==> config.mk <==
export PLATFORM = sky130hd
export DESIGN_NAME = cbx_exec
export DESIGN_NICKNAME = d
export VERILOG_FILES = /design/src/design/cbx_shifter.v /design/src/design/cbx_exec.v
export VERILOG_INCLUDE_DIRS = /design/src /design/src/design
export SDC_FILE = /design/constraint.sdc
export NUM_CORES = 1
export LEC_CHECK = 0
export ABC_AREA = 1
export BUFFER_PORTS_ARGS = -buffer_cell sky130_fd_sc_hd__buf_2
export CAP_MARGIN = 40
export CORE_AREA = 2 2 105 107
export DETAILED_ROUTE_END_ITERATION = 7
export DIE_AREA = 0 0 107 109
export PLACE_DENSITY = 0.67
export SLEW_MARGIN = 25
export SYNTH_ARGS = -nofsm -noshare
export SYNTH_HDL_FRONTEND = slang
export SYNTH_HIERARCHICAL = 1
export SYNTH_SLANG_ARGS = --single-unit
==> constraint.sdc <==
create_clock -name mclk -period 5.9 [get_ports mclk]
set_input_delay 0.59 -clock mclk [delete_from_list [all_inputs] [get_ports mclk]]
set_output_delay 0.59 -clock mclk [all_outputs]
set_load 0.005 [all_outputs]
==> src/design/cbx_regs.vh <==
`ifndef CBX_REGS_VH
`define CBX_REGS_VH
// opcode fields of the 16-bit instruction word
`define CBX_OPC_HI 15
`define CBX_OPC_LO 11
`define CBX_OPC_SHIFT 5'h01
`define CBX_OPC_BRANCH_LO 5'h04
`define CBX_OPC_BRANCH_MI 5'h05
`define CBX_BR_SEL_BIT 9
`define CBX_BR_SEL_COND 1'h1
`define CBX_BREAK_WORD 16'h0000
`define CBX_RD_HI 10
`define CBX_RD_LO 8
`define CBX_RS_HI 7
`define CBX_RS_LO 5
`define CBX_IMM_HI 7
`define CBX_IMM_LO 4
`define CBX_SUB_HI 3
`define CBX_SUB_LO 0
`define CBX_SUB_IMM 4'hC
`define CBX_SUB_REG 4'h4
`define CBX_DYA_MARK_BIT 4
`define CBX_DYA_MARK 1'h1
`define CBX_OFS_HI 8
`define CBX_OFS_LO 0
// pc step and shift limits
`define CBX_PC_STEP 16'h0002
`define CBX_SHIFT_MAX 5'h10
`define CBX_SRC_LIMIT 16'h000F
`define CBX_IMM_ZERO 4'h0
// pc and flag reset values
`define CBX_PC_RESET 16'h0000
`define CBX_FLAGS_RESET 4'h0
`endif

==> src/design/cbx_shifter.v <==
`timescale 1ns/1ns
`include "cbx_regs.vh"
// logical shift left with flag results
module cbx_shifter #(
	parameter WIDTH = 16
) (
	input wire [WIDTH-1:0] operand,
	input wire [4:0] count,
	input wire carry_in,
	output reg [WIDTH-1:0] result,
	output reg neg,
	output reg zero,
	output reg ovf,
	output reg carry
);
	reg [2*WIDTH-1:0] wide;
	// widened shift so bit 16-n falls into the upper half
	always @* begin
		wide = {{WIDTH{1'b0}}, operand} << count;
		result = wide[WIDTH-1:0];
		neg = result[WIDTH-1];
		zero = (result == {WIDTH{1'b0}});
		ovf = operand[WIDTH-1] ^ result[WIDTH-1];
		carry = (count == 5'h00) ? carry_in : wide[WIDTH];
	end
endmodule // cbx_shifter

==> src/design/cbx_exec.v <==
`timescale 1ns/1ns
`include "cbx_regs.vh"
module cbx_exec (
	input wire mclk,
	input wire rstn,
	input wire instr_valid,
	input wire [15:0] instr,
	input wire debug_exit,
	input wire single_step,
	output reg [15:0] pc_q,
	output reg flag_n_q,
	output reg flag_z_q,
	output reg flag_v_q,
	output reg flag_c_q,
	output reg debug_mode_q,
	output reg sw_breakpoint_q,
	output reg reg_we_q,
	output reg [2:0] reg_waddr_q,
	output reg [15:0] reg_wdata_q,
	output reg [2:0] reg_raddr_d_q,
	output reg [2:0] reg_raddr_s_q,
	input wire [15:0] reg_rdata_d,
	input wire [15:0] reg_rdata_s
);
	localparam ST_DECODE = 2'b00;
	localparam ST_SHIFT = 2'b01;
	localparam ST_DEBUG = 2'b10;

	reg [1:0] state_q;
	reg [1:0] state_d;
	reg [15:0] instr_q;
	reg [4:0] count;
	wire [15:0] sh_result;
	wire sh_n;
	wire sh_z;
	wire sh_v;
	wire sh_c;
	wire [4:0] opc;
	wire [15:0] rel_ofs;
	wire [15:0] br_target;
	wire is_break;
	wire is_blo;
	wire is_bmi;
	wire is_shift;
	wire may_run;

	assign opc = instr[`CBX_OPC_HI:`CBX_OPC_LO];
	// offset sign-extended and doubled
	assign rel_ofs = {{6{instr[`CBX_OFS_HI]}}, instr[`CBX_OFS_HI:`CBX_OFS_LO], 1'b0};
	assign br_target = pc_q + `CBX_PC_STEP + rel_ofs;
	assign is_break = (instr == `CBX_BREAK_WORD);
	assign is_blo = (opc == `CBX_OPC_BRANCH_LO) && (instr[`CBX_BR_SEL_BIT] == `CBX_BR_SEL_COND);
	assign is_bmi = (opc == `CBX_OPC_BRANCH_MI) && (instr[`CBX_BR_SEL_BIT] == `CBX_BR_SEL_COND);
	assign is_shift = (opc == `CBX_OPC_SHIFT) &&
		((instr[`CBX_SUB_HI:`CBX_SUB_LO] == `CBX_SUB_IMM) ||
		((instr[`CBX_SUB_HI:`CBX_SUB_LO] == `CBX_SUB_REG) && (instr[`CBX_DYA_MARK_BIT] == `CBX_DYA_MARK)));
	// a step request runs one instruction and stays halted, except a stepped shift, which returns to run state
	assign may_run = instr_valid && (state_q == ST_DECODE);

	// shift count selection, register operands read a cycle after decode
	always @* begin
		if (instr_q[`CBX_SUB_HI:`CBX_SUB_LO] == `CBX_SUB_IMM) begin
			if (instr_q[`CBX_IMM_HI:`CBX_IMM_LO] == `CBX_IMM_ZERO)
				count = `CBX_SHIFT_MAX;
			else
				count = {1'b0, instr_q[`CBX_IMM_HI:`CBX_IMM_LO]};
		end else begin
			if (reg_rdata_s > `CBX_SRC_LIMIT)
				count = `CBX_SHIFT_MAX;
			else
				count = reg_rdata_s[4:0];
		end
	end

	cbx_shifter #(
		.WIDTH(16)
	) u_shift (
		.operand(reg_rdata_d),
		.count(count),
		.carry_in(flag_c_q),
		.result(sh_result),
		.neg(sh_n),
		.zero(sh_z),
		.ovf(sh_v),
		.carry(sh_c)
	);

	// next state
	always @* begin
		state_d = state_q;
		case (state_q)
		ST_DECODE: begin
			if (instr_valid && is_break)
				state_d = ST_DEBUG;
			else if (instr_valid && is_shift)
				state_d = ST_SHIFT;
		end
		ST_SHIFT: begin
			state_d = ST_DECODE;
		end
		ST_DEBUG: begin
			// stepping a break re-executes it and stays halted
			if (debug_exit && !is_break)
				state_d = ST_DECODE;
			else if (single_step && instr_valid && is_shift && !is_break)
				state_d = ST_SHIFT;
		end
		default: begin
			state_d = ST_DECODE;
		end
		endcase
	end

	// core sequencing; untaken paths only step pc
	always @(posedge mclk or negedge rstn) begin
		if (!rstn) begin
			state_q <= ST_DECODE;
			instr_q <= 16'h0000;
			pc_q <= `CBX_PC_RESET;
			{flag_n_q, flag_z_q, flag_v_q, flag_c_q} <= `CBX_FLAGS_RESET;
			debug_mode_q <= 1'b0;
			sw_breakpoint_q <= 1'b0;
			reg_we_q <= 1'b0;
			reg_waddr_q <= 3'h0;
			reg_wdata_q <= 16'h0000;
			reg_raddr_d_q <= 3'h0;
			reg_raddr_s_q <= 3'h0;
		end else begin
			state_q <= state_d;
			sw_breakpoint_q <= 1'b0;
			reg_we_q <= 1'b0;
			debug_mode_q <= (state_d == ST_DEBUG);
			if (may_run || (state_q == ST_DEBUG && single_step && instr_valid)) begin
				instr_q <= instr;
				reg_raddr_d_q <= instr[`CBX_RD_HI:`CBX_RD_LO];
				reg_raddr_s_q <= instr[`CBX_RS_HI:`CBX_RS_LO];
				if (is_break) begin
					sw_breakpoint_q <= 1'b1;
					pc_q <= pc_q;
				end else if (is_blo) begin
					pc_q <= flag_c_q ? br_target : pc_q + `CBX_PC_STEP;
				end else if (is_bmi) begin
					pc_q <= flag_n_q ? br_target : pc_q + `CBX_PC_STEP;
				end else if (!is_shift) begin
					pc_q <= pc_q + `CBX_PC_STEP;
				end
			end
			if (state_q == ST_SHIFT) begin
				reg_we_q <= 1'b1;
				reg_waddr_q <= reg_raddr_d_q;
				reg_wdata_q <= sh_result;
				flag_n_q <= sh_n;
				flag_z_q <= sh_z;
				flag_v_q <= sh_v;
				flag_c_q <= sh_c;
				pc_q <= pc_q + `CBX_PC_STEP;
			end
		end
	end
endmodule // cbx_exec

==> results_tabular.tex <==
\begin{tabular}{lr}
\hline
Metric & Value \\
\hline
\multicolumn{2}{l}{\textbf{Run status}} \\
\quad Outcome & finished clean \\
\multicolumn{2}{l}{\textbf{Routing}} \\
\quad Residual DRC count & 0 \\
\quad Iteration-0 DRC Markers & 452 \\
\quad Antenna viol nets, final & 0 \\
\quad Routed wirelength normalized by instance count & 13.6 µm \\
\quad Via Count & 4,826 \\
\quad Via-per-instance ratio & 5.10 \\
\quad Total wirelength of the detailed-routed design & 12,800 µm \\
\quad Number of iterations in the first detailed-routing pass & 5 \\
\multicolumn{2}{l}{\textbf{Pwr}} \\
\quad Design internal power & 0.721 mW \\
\quad Worst IR Drop VDD & 0.000125 V \\
\quad Power per unit of standard cell area & 239 nW/µm² \\
\quad Reg power frac & 37.2\% \\
\quad Share of total power consumed by net switching & 42.7\% \\
\quad Static power due to leakage & 2.83 nW \\
\quad Logic pwr share & 44.6\% \\
\quad NetSw & 0.538 mW \\
\quad Portion of total power attributed to the clock network & 18.2\% \\
\multicolumn{2}{l}{\textbf{Clocking}} \\
\quad Number of levels in the clock H-tree & 2 \\
\quad Setup repair bufs after CTS & 0 \\
\quad Clk sink count & 54 \\
\quad CTS Root Buffer Type & sky130\_fd\_sc\_hd\_\_clkbuf\_8 \\
\quad Clock transition time at the flip-flop clock pins of the worst setup and hold paths & 110 ps \\
\quad Worst-case clock buffer depth & 2 \\
\quad Post-CTS Hold Fix Bufs & 0 \\
\quad Clock tree from TritonCTS & done \\
\quad Inserted Clock Buffers & 5 \\
\quad \# resized after CTS & 0 \\
\quad Later-pin clock latency in the skew report & 320 ps \\
\multicolumn{2}{l}{\textbf{Timing}} \\
\quad Final period demand of the worst path & 2720 ps \\
\quad RSZ-0062 raised after global routing & no \\
\quad Slack of the critical path & 3180 ps \\
\quad Final Skew & 11.4 ps \\
\quad Fin. Hold Viols & 0 \\
\quad Fin crit share & 46.1\% \\
\quad Max Slew Vio Count & 0 \\
\quad Pin slew with the least headroom to its limit & 717 ps \\
\quad Final-layout setup total negative slack & 0 ps \\
\quad Tightest slew margin relative to the limit & 52.2\% \\
\quad Maximum clock frequency & 0.368 GHz \\
\quad Final setup violation count & 0 \\
\multicolumn{2}{l}{\textbf{Floorplanning}} \\
\quad Placement row count & 38 \\
\quad Die Area & 11,700 µm² \\
\quad Die height & 109 µm \\
\quad Die W & 107 µm \\
\quad Count of pins on the block boundary & 101 \\
\quad CORE AREA & 10,600 µm² \\
\quad Starting utilization of the core area & 43.8\% \\
\multicolumn{2}{l}{\textbf{Critical path}} \\
\quad Largest delay share family, worst path & simple AND/OR/NAND/NOR gates \\
\quad Peak fanout along the critical path & 6 \\
\quad R2R Setup Slk & 3180 ps \\
\quad Buffers \& Inverters on Critical Path & 2 \\
\quad Endpoint class of the critical path & flip-flop \\
\quad Sort of element at the start of the critical path & flip-flop \\
\quad Arrival time of data at the critical path endpoint & 2940 ps \\
\quad Most Frequent Cell on Critical Path & sky130\_fd\_sc\_hd\_\_nand2\_1 \\
\quad Required arrival time at the worst endpoint & 6120 ps \\
\quad Kind of critical path & reg2reg \\
\quad Crit-path slowest cell & sky130\_fd\_sc\_hd\_\_dfrtp\_1 \\
\quad CP cell instances & ha\_1, nand3\_1, nor3\_1, xnor2\_1, inv\_1, ha\_1, a21oi\_1, o21ai\_0, a21oi\_1, nand2\_1, inv\_1, nand2\_1, nand3\_1, nand2\_1 \\
\quad Delay contributed by the slowest stage of the critical path & 490 ps \\
\multicolumn{2}{l}{\textbf{Finish}} \\
\quad Total inserted antenna cells & 0 \\
\quad Nets@finish & 878 \\
\quad Area growth from synthesis to layout & 13.7\% \\
\quad Final design utilization & 49.8\% \\
\quad Share of post-route cells with drive strength above 1 & 19.5\% \\
\multicolumn{2}{l}{\textbf{Logic synthesis}} \\
\quad Fraction of the yosys area taken by sequential cells & 29.1\% \\
\quad Distinct cell type count of the synthesized netlist & 39 \\
\quad Post-synthesis instance area & 4640 µm² \\
\quad Synthesized Nets & 791 \\
\quad Cells after Synth & 718 \\
\quad Count of state elements after synthesis & 54 \\
\quad Average size of a mapped cell & 6.46 µm² \\
\quad Total number of yosys warnings & 6 \\
\multicolumn{2}{l}{\textbf{Hold path}} \\
\quad Kind of path behind the tightest hold check & in2async \\
\multicolumn{2}{l}{\textbf{Global route}} \\
\quad First-pass GRT wire length & 21,300 µm \\
\quad Initial antenna violation count & 0 \\
\quad Number of global-route vias before repair & 4,330 \\
\quad Overall overflow remaining after global route & 0 \\
\quad Gr usage total & 22.6\% \\
\quad Maximum number of pins on one net before global-route repair & 55 \\
\multicolumn{2}{l}{\textbf{Place}} \\
\quad Final HPWL from detailed placement & 10,300 µm \\
\quad Placer congestion estimate & 0.898 \\
\quad Buffers on Ports & 99 \\
\quad Worst slack at placement & 2940 ps \\
\multicolumn{2}{l}{\textbf{Flow run}} \\
\quad Max-cap violation count & 0 \\
\hline
\end{tabular}
==> path summary, 6_finish.rpt <==
path | from | cells past startpoint | endpoint
max | pc_q[1] | 14 | pc_q[15]
min | rstn | 2 | reg_wdata_q[11]
max reg2reg | pc_q[1] | 14 | pc_q[15]
min reg2reg | reg_wdata_q[7] | 2 | reg_wdata_q[7]
max in group asynchronous | rstn | 2 | pc_q[15]
min in group mclk | reg_wdata_q[7] | 2 | reg_wdata_q[7]
==> layout by cell type (no fill, tap or decap), types with 5 or more instances in the layout <==
master                     netlist  layout
sky130_fd_sc_hd__nand2_1       256     256
sky130_fd_sc_hd__o21ai_1        10      12
sky130_fd_sc_hd__clkbuf_8        0       5
sky130_fd_sc_hd__a21oi_1        27      27
sky130_fd_sc_hd__nand4_1        12      12
sky130_fd_sc_hd__inv_1          76      76
sky130_fd_sc_hd__nand3_1        75      75
sky130_fd_sc_hd__inv_2           7       7
sky130_fd_sc_hd__buf_2           4      99
sky130_fd_sc_hd__o21ai_0        35      33
sky130_fd_sc_hd__nand2_2        11      11
sky130_fd_sc_hd__buf_4           8       5
sky130_fd_sc_hd__xor2_1         11      11
sky130_fd_sc_hd__nor2_1         49      49
sky130_fd_sc_hd__nand3_2         8       8
sky130_fd_sc_hd__dfrtp_1        54      54
sky130_fd_sc_hd__ha_1           19      19
==> registers in the layout (all words and copies together), names as in the netlist, 2 cells and up <==
register and cells:
reg_waddr_q 3, instr_q 5, state_q 2, reg_raddr_d_q 3, reg_wdata_q 16, pc_q 15, reg_raddr_s_q 3
==> synthesized netlist by cell type <==
cell,n,share of area (%)
sky130_fd_sc_hd__a21oi_1,27,2.9
sky130_fd_sc_hd__a21oi_2,4,0.75
sky130_fd_sc_hd__a31oi_1,1,0.13
sky130_fd_sc_hd__and3_1,1,0.13
sky130_fd_sc_hd__buf_1,1,0.081
sky130_fd_sc_hd__buf_2,4,0.43
sky130_fd_sc_hd__buf_4,8,1.3
sky130_fd_sc_hd__buf_6,7,1.7
sky130_fd_sc_hd__clkbuf_1,5,0.40
sky130_fd_sc_hd__conb_1,1,0.081
sky130_fd_sc_hd__dfrtp_1,54,29
sky130_fd_sc_hd__fa_1,1,0.43
sky130_fd_sc_hd__ha_1,19,5.1
sky130_fd_sc_hd__inv_1,76,6.1
sky130_fd_sc_hd__inv_2,7,0.57
sky130_fd_sc_hd__inv_4,3,0.40
sky130_fd_sc_hd__nand2_1,256,21
sky130_fd_sc_hd__nand2_2,11,1.5
sky130_fd_sc_hd__nand2_4,3,0.73
sky130_fd_sc_hd__nand3_1,75,8.1
sky130_fd_sc_hd__nand3_2,8,1.7
sky130_fd_sc_hd__nand3_4,2,0.75
sky130_fd_sc_hd__nand3b_1,3,0.49
sky130_fd_sc_hd__nand4_1,12,1.6
sky130_fd_sc_hd__nor2_1,49,4.0
sky130_fd_sc_hd__nor2_2,2,0.27
sky130_fd_sc_hd__nor2_4,2,0.49
sky130_fd_sc_hd__nor3_1,4,0.43
sky130_fd_sc_hd__nor4_1,3,0.40
sky130_fd_sc_hd__o211ai_1,3,0.49
sky130_fd_sc_hd__o21a_1,2,0.32
sky130_fd_sc_hd__o21ai_0,35,3.8
sky130_fd_sc_hd__o21ai_1,10,1.1
sky130_fd_sc_hd__o21ai_2,1,0.19
sky130_fd_sc_hd__o21bai_1,1,0.16
sky130_fd_sc_hd__or2_2,1,0.13
sky130_fd_sc_hd__or4_1,1,0.16
sky130_fd_sc_hd__xnor2_1,4,0.75
sky130_fd_sc_hd__xor2_1,11,2.1
==> routing by layer <==
layer	vias up	global-route usage, %	part of all wire, %
li1	2473	-	-
met3	8	1.97	5.5
met4	0	3.90	0.76
met2	159	35.5	43
met1	2186	34.3	51
met5	-	0	0
==> through the flow <==
stage	total power, mW	area (µm²)	hold slack (ps)	cells
detailed placement	1.03	5160	454	936
CTS	1.26	5260	414	944
global route	1.37	5280	443	946
global placement	1.02	5160	449	936
finish	1.26	5280	385	946
floorplan	0.854	4640	294	718
==> cells by family after synthesis <==
group	after synthesis	synth area share, %
AO/OA/AOI/OAI	84	9.81
XOR/XNOR	15	2.83
adder cells (fa/ha/maj)	20	5.55
buffers and inverters	111	11.0
flip-flops	54	29.1
other	1	0.0808
AND/OR/NAND/NOR	433	41.6
==> layout make-up <==
cell class / count / area, µm²
Timing Repair Buffer: 105 / 544
Clock inverter: 3 / 28.8
Sequential cell: 54 / 1350
Fill cell: 1125 / 5330
Inverter: 86 / 330
Tap cell: 140 / 175
Multi-Input combinational cell: 553 / 2780
Clock buffer: 5 / 68.8
==> power by group through the flow <==
stage | Combinational, mW | Clock (mW) | Sequential (mW)
global placement | 0.549 | 0 | 0.473
detailed placement | 0.557 | 0 | 0.474
finish | 0.561 | 0.230 | 0.468
global route | 0.643 | 0.250 | 0.475
floorplan | 0.388 | 0 | 0.467
CTS | 0.562 | 0.235 | 0.467
Note: power is estimated with default switching activity, not from simulation.
